<file path="src/vims_pkg.sv">
// Shared constants and types of the vectored interrupt and macro service block.
package vims_pkg;
  // Source counts and field widths.
  localparam int SRC_N = 25;
  localparam int PRIO_W = 2;
  localparam int BANK_W = 3;
  localparam int WORD_W = 16;
  localparam int BYTE_W = 8;
  localparam int CNT_W = 8;
  localparam int MS_CH = 4;
  localparam int FIFO_DEPTH = 16;
  localparam int FIFO_W = 1 + WORD_W + WORD_W;
  // Vector table addresses.
  localparam logic [15:0] VEC_BREAK = 16'h003E;
  localparam logic [15:0] VEC_OPERR = 16'h003C;
  localparam logic [15:0] VEC_NMI = 16'h0002;
  localparam logic [15:0] VEC_WDT = 16'h0004;
  localparam logic [15:0] VEC_BASE = 16'h0006;
  localparam logic [15:0] VEC_GAP_BASE = 16'h0008;
  localparam int VEC_GAP_IDX = 21;
  // Maskable sources with extra request inputs (macro channels and SRC_CSI2), by default priority number.
  localparam int SRC_CMP0 = 6;
  localparam int SRC_CMP1 = 7;
  localparam int SRC_RX = 15;
  localparam int SRC_TX = 16;
  localparam int SRC_CSI2 = 19;
  // Macro channels, lowest index served first.
  localparam int CH_CMP0 = 0;
  localparam int CH_CMP1 = 1;
  localparam int CH_RX = 2;
  localparam int CH_TX = 3;
  localparam int CH_SRC [MS_CH] = '{SRC_CMP0, SRC_CMP1, SRC_RX, SRC_TX};
  // Exception flags, lowest index served first.
  localparam int EX_RETURN_FROM_INTERRUPT_INSTR = 0;
  localparam int EX_BRK = 1;
  localparam int EX_CSBRK = 2;
  localparam int EX_OPERR = 3;
  localparam int EX_NMI = 4;
  localparam int EX_WDT = 5;
  localparam int EX_N = 6;
  // Values after reset.
  localparam logic [15:0] RST_WORD = 16'h0000;
  localparam logic [7:0] RST_BYTE = 8'h00;
  localparam logic [2:0] RST_BANK = 3'h0;
  // Sequencer states.
  typedef enum logic [3:0] {
    ST_IDLE = 4'h0,
    ST_PUSH_PC = 4'h1,
    ST_PUSH_PSW = 4'h2,
    ST_CTX = 4'h3,
    ST_BRANCH = 4'h4,
    ST_POP1 = 4'h5,
    ST_POP2 = 4'h6,
    ST_POP3 = 4'h7,
    ST_RESUME = 4'h8,
    ST_MS_READ = 4'h9,
    ST_MS_WAIT = 4'hA,
    ST_MS_STORE = 4'hB,
    ST_MS_DONE = 4'hC
  } vims_state_type;
endpackage

</file>
<file path="src/vims_fifo_if.sv">
// Carrier for the store queue between the sequencer and its FIFO.
`timescale 1ns/10ps
interface vims_fifo_if #(parameter int W = 33);
  logic pushValid;
  logic pushReady;
  logic [W-1:0] pushData;
  logic popValid;
  logic popReady;
  logic [W-1:0] popData;
  modport store (input pushValid, input pushData, input popReady,
    output pushReady, output popValid, output popData);
  modport user (output pushValid, output pushData, output popReady,
    input pushReady, input popValid, input popData);
endinterface

</file>
<file path="src/vims_ctrl.sv">
// Vectored interrupt, context switch and macro service sequencer.
// Summary of operation
// - branch through the source's vector table entry.
// - push PC and status word on entry.
// - return instruction pops PC and status word.
// - fixed two-byte vector per source, shared pairs.
// - context switch selects the source's register bank.
// - then branch to the vector held there.
// - context switch saves PC, status into bank.
// - macro moves one item between memory and register.
// - macro transfer leaves processor status untouched.
// - transmit request sends next buffered byte out.
// - after last byte, transmit event interrupts.
// - receive request stores received byte to memory.
// - after last byte, receive event interrupts.
// - compare request loads next pattern and interval.
// - compare match re-requests and latches the pattern.
// - last interval loaded raises compare interrupt.
// - second compare channel behaves like the first.
// - macro transfers run while the CPU halts.
// - equal priority served lowest default number first.
`timescale 1ns/10ps
module vims_ctrl
  import vims_pkg::*;
#(
  parameter int CW = CNT_W
) (
  input wire logic core_clk,
  input wire logic rst,
  input wire logic [SRC_N-1:0] srcReq,
  input wire logic [SRC_N-1:0] srcMask,
  input wire logic [SRC_N*PRIO_W-1:0] srcPrio,
  input wire logic [SRC_N-1:0] csEnable,
  input wire logic [SRC_N*BANK_W-1:0] csBank,
  input wire logic nmiPin,
  input wire logic watchdogOverflowSource,
  input wire logic softwareBreakInstr,
  input wire logic contextSwitchBreakInstr,
  input wire logic [BANK_W-1:0] csBreakBank,
  input wire logic operandError,
  input wire logic returnFromInterruptInstr,
  input wire logic cpuHalt,
  input wire logic [WORD_W-1:0] cpuPc,
  input wire logic [WORD_W-1:0] programStatusWord,
  input wire logic [WORD_W-1:0] bankVector,
  output logic stackWe,
  output logic stackRe,
  output logic [WORD_W-1:0] stackWData,
  input wire logic [WORD_W-1:0] stackRData,
  output logic branchValid,
  output logic branchViaTable,
  output logic [WORD_W-1:0] branchAddr,
  output logic [BANK_W-1:0] bankSelect,
  output logic bankSave,
  output logic [WORD_W-1:0] savedPc,
  output logic [WORD_W-1:0] savedPsw,
  output logic resumeValid,
  output logic [WORD_W-1:0] resumePc,
  output logic [WORD_W-1:0] resumePsw,
  input wire logic async0TxDoneRequest,
  input wire logic async0RxDoneRequest,
  input wire logic clockedSerial1DoneRequest,
  input wire logic clockedSerial2DoneRequest,
  input wire logic [BYTE_W-1:0] rxBufferRegister,
  input wire logic [MS_CH-1:0] msEnable,
  input wire logic [MS_CH-1:0] msLoad,
  input wire logic [CW-1:0] msLoadCount,
  input wire logic [WORD_W-1:0] msLoadPtr,
  output logic memRdEn,
  output logic [WORD_W-1:0] memRdAddr,
  input wire logic [WORD_W-1:0] memRdData,
  output logic wrValid,
  output logic wrToMem,
  output logic [WORD_W-1:0] wrAddr,
  output logic [WORD_W-1:0] wrData,
  input wire logic wrReady,
  input wire logic [WORD_W-1:0] timer1CountRegister,
  output logic [BYTE_W-1:0] rtOut0,
  output logic [BYTE_W-1:0] rtOut1
);
  vims_state_type state;
  logic nmiS1, nmiS2, nmiQ;
  logic [SRC_N-1:0] reqVec, pend, msTake, grantSrc;
  logic [EX_N-1:0] excIn, excPend, grantExc;
  logic [MS_CH-1:0] msPend, chReq, cmpHit;
  logic [CW-1:0] msCount [MS_CH];
  logic [WORD_W-1:0] msPtr [MS_CH];
  logic [WORD_W-1:0] cmpReg [2];
  logic [BYTE_W-1:0] patBuf [2];
  logic [1:0] cmpEqQ, cmpArmed;
  logic [1:0] msChan, gCh;
  logic msPhase, msDone, msIsRt, rtLoad, gMs, gExc, gSrc, selFound;
  logic [4:0] selIdx;
  logic [2:0] excIdx;
  logic [PRIO_W-1:0] selLvl;
  logic [WORD_W-1:0] msData, vecAddr;
  logic [SRC_N-1:0] rtLastSet;
  vims_fifo_if #(.W(FIFO_W)) wq ();

  // Maskable vector address; entries from the gap index on skip one slot.
  function automatic logic [15:0] vecOf(input logic [4:0] i);
    if (i >= 5'(VEC_GAP_IDX)) begin
      return VEC_GAP_BASE + {10'h000, i, 1'b0};
    end
    return VEC_BASE + {10'h000, i, 1'b0};
  endfunction

  // The NMI pin is synchronised before its edge is taken.
  always_ff @(posedge core_clk or posedge rst) begin
    if (rst) begin
      nmiS1 <= 1'b0;
      nmiS2 <= 1'b0;
      nmiQ <= 1'b0;
    end else begin
      nmiS1 <= nmiPin;
      nmiS2 <= nmiS1;
      nmiQ <= nmiS2;
    end
  end

  // Request sources; paired receive and clocked serial sources share an entry.
  always_comb begin
    reqVec = srcReq;
    reqVec[SRC_CMP0] = srcReq[SRC_CMP0] | cmpHit[CH_CMP0];
    reqVec[SRC_CMP1] = srcReq[SRC_CMP1] | cmpHit[CH_CMP1];
    reqVec[SRC_RX] = srcReq[SRC_RX] | async0RxDoneRequest | clockedSerial1DoneRequest;
    reqVec[SRC_TX] = srcReq[SRC_TX] | async0TxDoneRequest;
    reqVec[SRC_CSI2] = srcReq[SRC_CSI2] | clockedSerial2DoneRequest;
    excIn = '0;
    excIn[EX_RETURN_FROM_INTERRUPT_INSTR] = returnFromInterruptInstr;
    excIn[EX_BRK] = softwareBreakInstr;
    excIn[EX_CSBRK] = contextSwitchBreakInstr;
    excIn[EX_OPERR] = operandError;
    excIn[EX_NMI] = nmiS2 && !nmiQ;
    excIn[EX_WDT] = watchdogOverflowSource;
  end

  // A channel with transfers left takes its source's request as macro work.
  always_comb begin
    msTake = '0;
    rtLastSet = '0;
    for (int c = 0; c < MS_CH; c++) begin
      chReq[c] = reqVec[CH_SRC[c]] && msEnable[c] && (msCount[c] != '0);
      msTake[CH_SRC[c]] = chReq[c];
      // The final interval load raises the compare interrupt at once.
      rtLastSet[CH_SRC[c]] = msDone && (msChan == 2'(c)) && (c < 2) &&
        (msCount[c] == CW'(1));
    end
  end

  // Pending flags per maskable source; a new event wins over the grant clear.
  for (genvar i = 0; i < SRC_N; i++) begin : g_pend
    always_ff @(posedge core_clk or posedge rst) begin
      if (rst) begin
        pend[i] <= 1'b0;
      end else if ((reqVec[i] && !msTake[i]) || rtLastSet[i]) begin
        pend[i] <= 1'b1;
      end else if (grantSrc[i]) begin
        pend[i] <= 1'b0;
      end
    end
  end

  // Exception and macro pending flags, set winning over clear.
  always_ff @(posedge core_clk or posedge rst) begin
    if (rst) begin
      excPend <= '0;
      msPend <= '0;
    end else begin
      excPend <= excIn | (excPend & ~grantExc);
      msPend <= chReq | (msPend & ~(gMs ? MS_CH'(1) << gCh : MS_CH'(0)));
    end
  end

  // Lowest programmed level value wins; ties go to the lowest default number.
  always_comb begin
    selFound = 1'b0;
    selIdx = '0;
    selLvl = '1;
    for (int i = 0; i < SRC_N; i++) begin
      if (pend[i] && !srcMask[i] && (!selFound || srcPrio[i*PRIO_W +: PRIO_W] < selLvl)) begin
        selFound = 1'b1;
        selIdx = 5'(i);
        selLvl = srcPrio[i*PRIO_W +: PRIO_W];
      end
    end
    excIdx = '0;
    for (int e = EX_N - 1; e >= 0; e--) begin
      if (excPend[e]) begin
        excIdx = 3'(e);
      end
    end
    gCh = '0;
    for (int c = MS_CH - 1; c >= 0; c--) begin
      if (msPend[c]) begin
        gCh = 2'(c);
      end
    end
  end

  // Macro work is granted even in halt; vectored work waits for the CPU.
  assign gMs = (state == ST_IDLE) && (msPend != '0);
  assign gExc = (state == ST_IDLE) && (msPend == '0) && !cpuHalt && (excPend != '0);
  assign gSrc = (state == ST_IDLE) && (msPend == '0) && !cpuHalt && (excPend == '0) && selFound;
  assign grantExc = gExc ? EX_N'(1) << excIdx : EX_N'(0);
  assign grantSrc = gSrc ? SRC_N'(1) << selIdx : SRC_N'(0);
  assign msIsRt = (msChan == 2'(CH_CMP0)) || (msChan == 2'(CH_CMP1));

  // Table address for the granted exception.
  always_comb begin
    unique case (excIdx)
      3'(EX_BRK): vecAddr = VEC_BREAK;
      3'(EX_OPERR): vecAddr = VEC_OPERR;
      3'(EX_NMI): vecAddr = VEC_NMI;
      3'(EX_WDT): vecAddr = VEC_WDT;
      default: vecAddr = RST_WORD;
    endcase
  end

  // Sequencer for entry, return and macro transfers.
  always_ff @(posedge core_clk or posedge rst) begin
    if (rst) begin
      state <= ST_IDLE;
      branchAddr <= RST_WORD;
      branchViaTable <= 1'b0;
      bankSelect <= RST_BANK;
      savedPc <= RST_WORD;
      savedPsw <= RST_WORD;
      resumePc <= RST_WORD;
      resumePsw <= RST_WORD;
      msChan <= '0;
      msPhase <= 1'b0;
      msData <= RST_WORD;
    end else begin
      unique case (state)
        ST_IDLE: begin
          if (gMs) begin
            msChan <= gCh;
            msPhase <= 1'b0;
            state <= (gCh == 2'(CH_RX)) ? ST_MS_STORE : ST_MS_READ;
          end else if (gExc || gSrc) begin
            savedPc <= cpuPc;
            savedPsw <= programStatusWord;
            if (gExc && excIdx == 3'(EX_RETURN_FROM_INTERRUPT_INSTR)) begin
              state <= ST_POP1;
            end else if (gExc && excIdx == 3'(EX_CSBRK)) begin
              bankSelect <= csBreakBank;
              state <= ST_CTX;
            end else if (gSrc && csEnable[selIdx]) begin
              bankSelect <= csBank[selIdx*BANK_W +: BANK_W];
              state <= ST_CTX;
            end else begin
              branchAddr <= gExc ? vecAddr : vecOf(selIdx);
              branchViaTable <= 1'b1;
              state <= ST_PUSH_PC;
            end
          end
        end
        ST_PUSH_PC: state <= ST_PUSH_PSW;
        ST_PUSH_PSW: state <= ST_BRANCH;
        ST_CTX: begin
          branchAddr <= bankVector;
          branchViaTable <= 1'b0;
          state <= ST_BRANCH;
        end
        ST_BRANCH: state <= ST_IDLE;
        ST_POP1: state <= ST_POP2;
        ST_POP2: begin
          resumePsw <= stackRData;
          state <= ST_POP3;
        end
        ST_POP3: begin
          resumePc <= stackRData;
          state <= ST_RESUME;
        end
        ST_RESUME: state <= ST_IDLE;
        ST_MS_READ: state <= ST_MS_WAIT;
        ST_MS_WAIT: begin
          msData <= memRdData;
          if (msIsRt && !msPhase) begin
            msPhase <= 1'b1;
            state <= ST_MS_READ;
          end else begin
            state <= msIsRt ? ST_MS_DONE : ST_MS_STORE;
          end
        end
        ST_MS_STORE: begin
          if (wq.pushReady) begin
            state <= ST_MS_DONE;
          end
        end
        ST_MS_DONE: state <= ST_IDLE;
        default: state <= ST_IDLE;
      endcase
    end
  end

  // Stack, bank and branch strobes decoded from the state.
  assign stackWe = (state == ST_PUSH_PC) || (state == ST_PUSH_PSW);
  assign stackWData = (state == ST_PUSH_PC) ? savedPc : savedPsw;
  assign stackRe = (state == ST_POP1) || (state == ST_POP2);
  assign bankSave = (state == ST_CTX);
  assign branchValid = (state == ST_BRANCH);
  assign resumeValid = (state == ST_RESUME);
  assign msDone = (state == ST_MS_DONE);

  // Macro memory reads; the interval word follows the pattern word.
  assign memRdEn = (state == ST_MS_READ);
  assign memRdAddr = msPtr[msChan] + {15'h0000, msPhase};
  assign rtLoad = (state == ST_MS_WAIT) && msIsRt && msPhase;

  // Stores go through the queue: received bytes to memory, others to transmit.
  assign wq.pushValid = (state == ST_MS_STORE);
  assign wq.pushData = (msChan == 2'(CH_RX)) ?
    {1'b1, msPtr[msChan], RST_BYTE, rxBufferRegister} :
    {1'b0, RST_WORD, RST_BYTE, msData[7:0]};
  assign wq.popReady = wrReady;
  assign wrValid = wq.popValid;
  assign {wrToMem, wrAddr, wrData} = wq.popData;

  vims_fifo #(.W(FIFO_W), .DEPTH(FIFO_DEPTH)) i_vims_fifo (
    .core_clk(core_clk),
    .rst(rst),
    .q(wq)
  );

  // Per-channel transfer count and buffer pointer.
  for (genvar c = 0; c < MS_CH; c++) begin : g_chan
    always_ff @(posedge core_clk or posedge rst) begin
      if (rst) begin
        msCount[c] <= '0;
        msPtr[c] <= RST_WORD;
      end else if (msLoad[c]) begin
        msCount[c] <= msLoadCount;
        msPtr[c] <= msLoadPtr;
      end else if (msDone && msChan == 2'(c)) begin
        msCount[c] <= msCount[c] - 1'b1;
        msPtr[c] <= msPtr[c] + (c < 2 ? 16'h0002 : 16'h0001);
      end
    end
  end

  // Real-time outputs: match re-requests and moves the pattern to the latch.
  for (genvar k = 0; k < 2; k++) begin : g_rt
    assign cmpHit[k] = cmpArmed[k] && (timer1CountRegister == cmpReg[k]) && !cmpEqQ[k];
    always_ff @(posedge core_clk or posedge rst) begin
      if (rst) begin
        cmpReg[k] <= RST_WORD;
        patBuf[k] <= RST_BYTE;
        cmpArmed[k] <= 1'b0;
        cmpEqQ[k] <= 1'b0;
      end else begin
        cmpEqQ[k] <= (timer1CountRegister == cmpReg[k]);
        if (rtLoad && msChan == 2'(k)) begin
          cmpReg[k] <= memRdData;
          patBuf[k] <= msData[7:0];
          cmpArmed[k] <= 1'b1;
        end
      end
    end
  end
  assign cmpHit[3:2] = 2'b00;

  // Output latches take the buffered pattern on each match.
  always_ff @(posedge core_clk or posedge rst) begin
    if (rst) begin
      rtOut0 <= RST_BYTE;
      rtOut1 <= RST_BYTE;
    end else begin
      if (cmpHit[0]) rtOut0 <= patBuf[0];
      if (cmpHit[1]) rtOut1 <= patBuf[1];
    end
  end
endmodule

</file>
<file path="src/vims_fifo.sv">
// Store queue FIFO with parameterised width and depth.
`timescale 1ns/10ps
module vims_fifo
  import vims_pkg::*;
#(
  parameter int W = FIFO_W,
  parameter int DEPTH = FIFO_DEPTH
) (
  input wire logic core_clk,
  input wire logic rst,
  vims_fifo_if.store q
);
  localparam int AW = $clog2(DEPTH);
  logic [W-1:0] mem [DEPTH];
  logic [AW:0] wrPtr;
  logic [AW:0] rdPtr;
  logic full;
  logic empty;
  logic doPush;
  logic doPop;

  // Full when the pointers differ only in the wrap bit.
  assign full = (wrPtr[AW] != rdPtr[AW]) && (wrPtr[AW-1:0] == rdPtr[AW-1:0]);
  assign empty = (wrPtr == rdPtr);
  assign doPush = q.pushValid && !full;
  assign doPop = q.popReady && !empty;
  assign q.pushReady = !full;
  assign q.popValid = !empty;
  assign q.popData = mem[rdPtr[AW-1:0]];

  // Pointers advance on each accepted push and pop.
  always_ff @(posedge core_clk or posedge rst) begin
    if (rst) begin
      wrPtr <= '0;
      rdPtr <= '0;
    end else begin
      if (doPush) begin
        wrPtr <= wrPtr + 1'b1;
      end
      if (doPop) begin
        rdPtr <= rdPtr + 1'b1;
      end
    end
  end

  // Storage is written without reset; empty entries are never read out.
  always_ff @(posedge core_clk) begin
    if (doPush) begin
      mem[wrPtr[AW-1:0]] <= q.pushData;
    end
  end
endmodule

</file>
<file path="config.mk">
export PLATFORM = sky130hd
export DESIGN_NAME = vims_ctrl
export DESIGN_NICKNAME = d
export VERILOG_FILES = /design/src/vims_pkg.sv /design/src/vims_fifo_if.sv /design/src/vims_ctrl.sv /design/src/vims_fifo.sv
export SDC_FILE = /design/constraint.sdc
export NUM_CORES = 1
export LEC_CHECK = 0
export BUFFER_PORTS_ARGS = -buffer_cell sky130_fd_sc_hd__clkbuf_2
export CAP_MARGIN = 25
export CELL_PAD_IN_SITES_DETAIL_PLACEMENT = 0
export CELL_PAD_IN_SITES_GLOBAL_PLACEMENT = 1
export CORE_MARGIN = 4
export CORE_UTILIZATION = 48
export CTS_CLUSTER_SIZE = 14
export DETAILED_ROUTE_END_ITERATION = 8
export PLACE_DENSITY = 0.88
export SYNTH_ARGS = -nofsm -noshare
export SYNTH_HDL_FRONTEND = slang
export SYNTH_HIERARCHICAL = 1
export SYNTH_SLANG_ARGS = --single-unit
</file>
<file path="constraint.sdc">
create_clock -name core_clk -period 9.66 [get_ports core_clk]
set_input_delay 0.483 -clock core_clk [delete_from_list [all_inputs] [get_ports core_clk]]
set_output_delay 0.483 -clock core_clk [all_outputs]
set_load 0.01 [all_outputs]
</file>
==> results.yml <==
power:
  p_per_area_mw_per_mm2: 245
  clkPwrFrac_pct: 30.5
  seq_power_share_pct: 40.3
  total_power_w: 0.0115
  p_int_w: 0.00777
  p_sw_share_pct: 32.4
  power.static_leakage_nw: 18.3
  irDropWorstVdd_mv: 0.188
  pwr-share-comb_pct: 29.2
  p_switching_w: 0.00373
synthesis:
  synth_area_leaders: "edfxtp_1 (41%), dfrtp_1 (20%), mux4_2 (8.5%)"
  syn-cell-area_mm2: 0.0391
  synth.distinct_cells: 116
  synth_edf_count: 528
  ys.flop_type: "edfxtp_1"
  synth_warnings: 6
  yosysTopAreaCellShare_pct: 40.6
  syn_area_per_cell_um2: 13.8
  netlist_instances: 2841
  yosysSeqAreaShare_pct: 60.5
  synthArstFlopShare_pct: 37.1
  ys_ff_latch: 839
  synth_top_area_cell: "edfxtp_1"
final_layout:
  syn2layout_area_growth_pct: 19.8
  drive_above_1_share_pct: 30.8
  fill_cells: 6362
  fin_nets: 3920
global_route:
  gr-total-overflow: 0
  grt_pass1_wl_um: 175000
  grt_max_degree: 173
  grt_pass1_vias: 27894
  grt_util_all_layers_pct: 26.9
  antenna_found_initial: 18
outcome:
  status: "finished clean"
routing:
  viasPerCell: 5.84
  wl_um: 118000
  post-route-drc-count: 0
  wl_per_cell_um: 25.1
  drt_iter0_drc: 2527
  first_pass_iters: 6
  ant_nets: 0
  dr_total_vias: 27347
die:
  fp.dieW_um: 293
  rows: 104
  dieArea_mm2: 0.0861
  design.core.area_mm2: 0.0807
  die_height_um: 293
  ios: 525
  initial_core_util_pct: 48.5
sta:
  skew_ns: 0.0747
  final-setup-viol-count: 0
  tightest_slew_ns: 1.07
  max_freq_mhz: 114
  drv_slew: 0
  hold_slack_ns: 0.0398
  slew_headroom_pct: 28.5
  fin_crit_sh_pct: 91.2
  hold_viol: 0
  rsz0062_at_grt: "no"
  tns_ns: 0
  fin_crit_ns: 8.81
min_path:
  hp-start: "srcReq[19]"
  hp-class: "in -> reg"
critical_path:
  worstSetupEndpoint: "branchAddr[5]"
  reg2reg_depth: 35
  cp-startpoint: "pend[3]"
  cp-start-kind: "register"
  r2r_setup_slack_ns: 0.85
  slowest_delay_ns: 0.55
  path_class: "reg -> reg"
  r2r_start: "pend[3]"
  critPathArrivalTime_ns: 9.29
  cp-end-kind: "register"
  crit_fanout: 11
  crit_slowest_cell: "or4_1"
  worst_ep_required_time_ns: 10.14
  rr_endpoint: "branchAddr[5]"
cts:
  clockBufferDepth: 3
  clk_latency_ns: 0.66
  clk_pin_slew_ns: 0.06
  htreeDepth: 3
  post_cts_buffers: 0
  cts_tree: "yes"
  cts_sinks: 839
  cts_buffers: 89
  cts-root-buf: "clkbuf_16"
placement:
  dp_hpwl_um: 79500
  gp_congestion: 0.958
  portBuffers: 524
job:
  maxCapViolCount: 0
==> synth_stat cells, drive strengths merged, types with 10 or more instances <==
master  instances
edfxtp        528
or2            17
buf            51
a211oi         24
o21ai         162
o22ai          80
a21oi          44
nand2         286
nand4          38
o211ai         16
o31ai          10
nand2b         48
nor3           38
dfrtp         311
mux2i          27
nor4           21
nand3          55
nor2          158
mux2          176
a21o           38
and2           29
a211o          17
inv            52
or4            11
a31oi          11
and3           28
clkbuf         73
xor2           64
xnor2          83
ha             30
mux4          148
nor2b          17
==> what timing repair did <==
action	in CTS	in global routing
gates resized for setup	0	0
hold endpoints to repair	36	0
hold buffers	27	0
==> through the flow <==
step / cell area (um^2) / cells / util, % / setup WS, ns
2_1_floorplan: 39600 / 2968 / - / 0.859
6_report: 46800 / 4683 / 58.0 / 0.852
4_1_cts: 46700 / 4669 / 57.9 / 1.02
3_5_place_dp: 43400 / 4477 / 53.8 / 0.868
3_3_place_gp: 43400 / 4476 / 53.8 / 1.02
5_1_grt: 46800 / 4677 / 58.0 / 0.253
==> power by group through the flow <==
stage / combinational [W] / sequential [W] / clock [W]
floorplan: 0.00232 / 0.00453 / 0
global placement: 0.00326 / 0.00469 / 0
detailed placement: 0.00330 / 0.00470 / 0
CTS: 0.00336 / 0.00464 / 0.00356
global route: 0.00361 / 0.00468 / 0.00373
finish: 0.00335 / 0.00464 / 0.00350
==> critical path: cells and delay by family, from the launching register on <==
kind            cells  cell delay, ns
compound gates     19            4.15
flops               1            0.39
fa+ha+maj           3            0.99
buf+inv             1            0.22
simple gates       12            2.94
==> kinds of logic (layout without fill, tap and decap cells) <==
kind of cell,after synthesis,in the layout,share of synthesized area [%]
compound gates,512,512,9.06
mux,351,351,14.3
buf+inv,177,820,2.04
xor+xnor,147,147,3.29
fa+ha+maj,34,34,1.06
other cells,1,140,0.00959
flops,839,839,60.5
simple gates,780,780,9.78
==> routing by layer <==
layer / share of wire [%] / wire [um] / up-vias / GRT usage (%)
li1: - / - / 12123 / -
met1: 39 / 45900 / 13708 / 35.6
met2: 50 / 58600 / 1284 / 45.4
met3: 7.9 / 9330 / 222 / 4.85
met4: 3.3 / 3890 / 10 / 8.60
met5: 0.068 / 80 / - / 0
==> layout by cell type (no fill, tap or decap), drive strengths merged, types with 21 or more instances in the layout <==
cell type,count
clkbuf,632
edfxtp,528
dfrtp,311
nand2,286
mux2,176
o21ai,162
nor2,158
mux4,148
conb,128
xnor2,83
o22ai,80
xor2,64
nand3,55
inv,55
buf,51
nand2b,48
a21oi,44
clkinv,42
nand4,38
a21o,38
nor3,38
ha,30
and2,29
and3,28
mux2i,27
dlygate4sd3,27
a211oi,24
nor4,21
==> registers in the layout, indices dropped and copies added, names as in the netlist, 2 cells and up <==
register / count
rtOut0: 8
msChan: 2
state: 4
branchAddr: 16
cmpReg: 32
i_vims_fifo/rdPtr: 5
i_vims_fifo/wrPtr: 5
msCount: 32
msPtr: 64
msPend: 4
i_vims_fifo/mem: 528
savedPsw: 16
resumePc: 16
bankSelect: 3
resumePsw: 16
pend: 25
cmpArmed: 2
rtOut1: 8
msData: 8
cmpEqQ: 2
savedPc: 16
excPend: 6
patBuf: 16
==> area by class of cell <==
class,instances,area (um^2),share of cell area [%]
inverters,53,206,0.441
well taps,1060,1330,2.83
multi-input cells,1952,15300,32.6
diodes,12,30.0,0.0641
clock inverters,57,661,1.41
clock buffers,108,2370,5.06
repair buffers,602,3330,7.11
flip-flops and latches,839,23600,50.5
==> worst min-delay path by stage <==
stage | cells past startpoint | end
2_1_floorplan | 1 | i_vims_fifo/rdPtr[0]
5_1_grt | 2 | savedPsw[2]
3_5_place_dp | 0 | nmiS2
6_report | 2 | pend[19]
4_1_cts | 2 | savedPsw[2]
3_3_place_gp | 0 | nmiS2
Power figures use the tool's default switching activity.
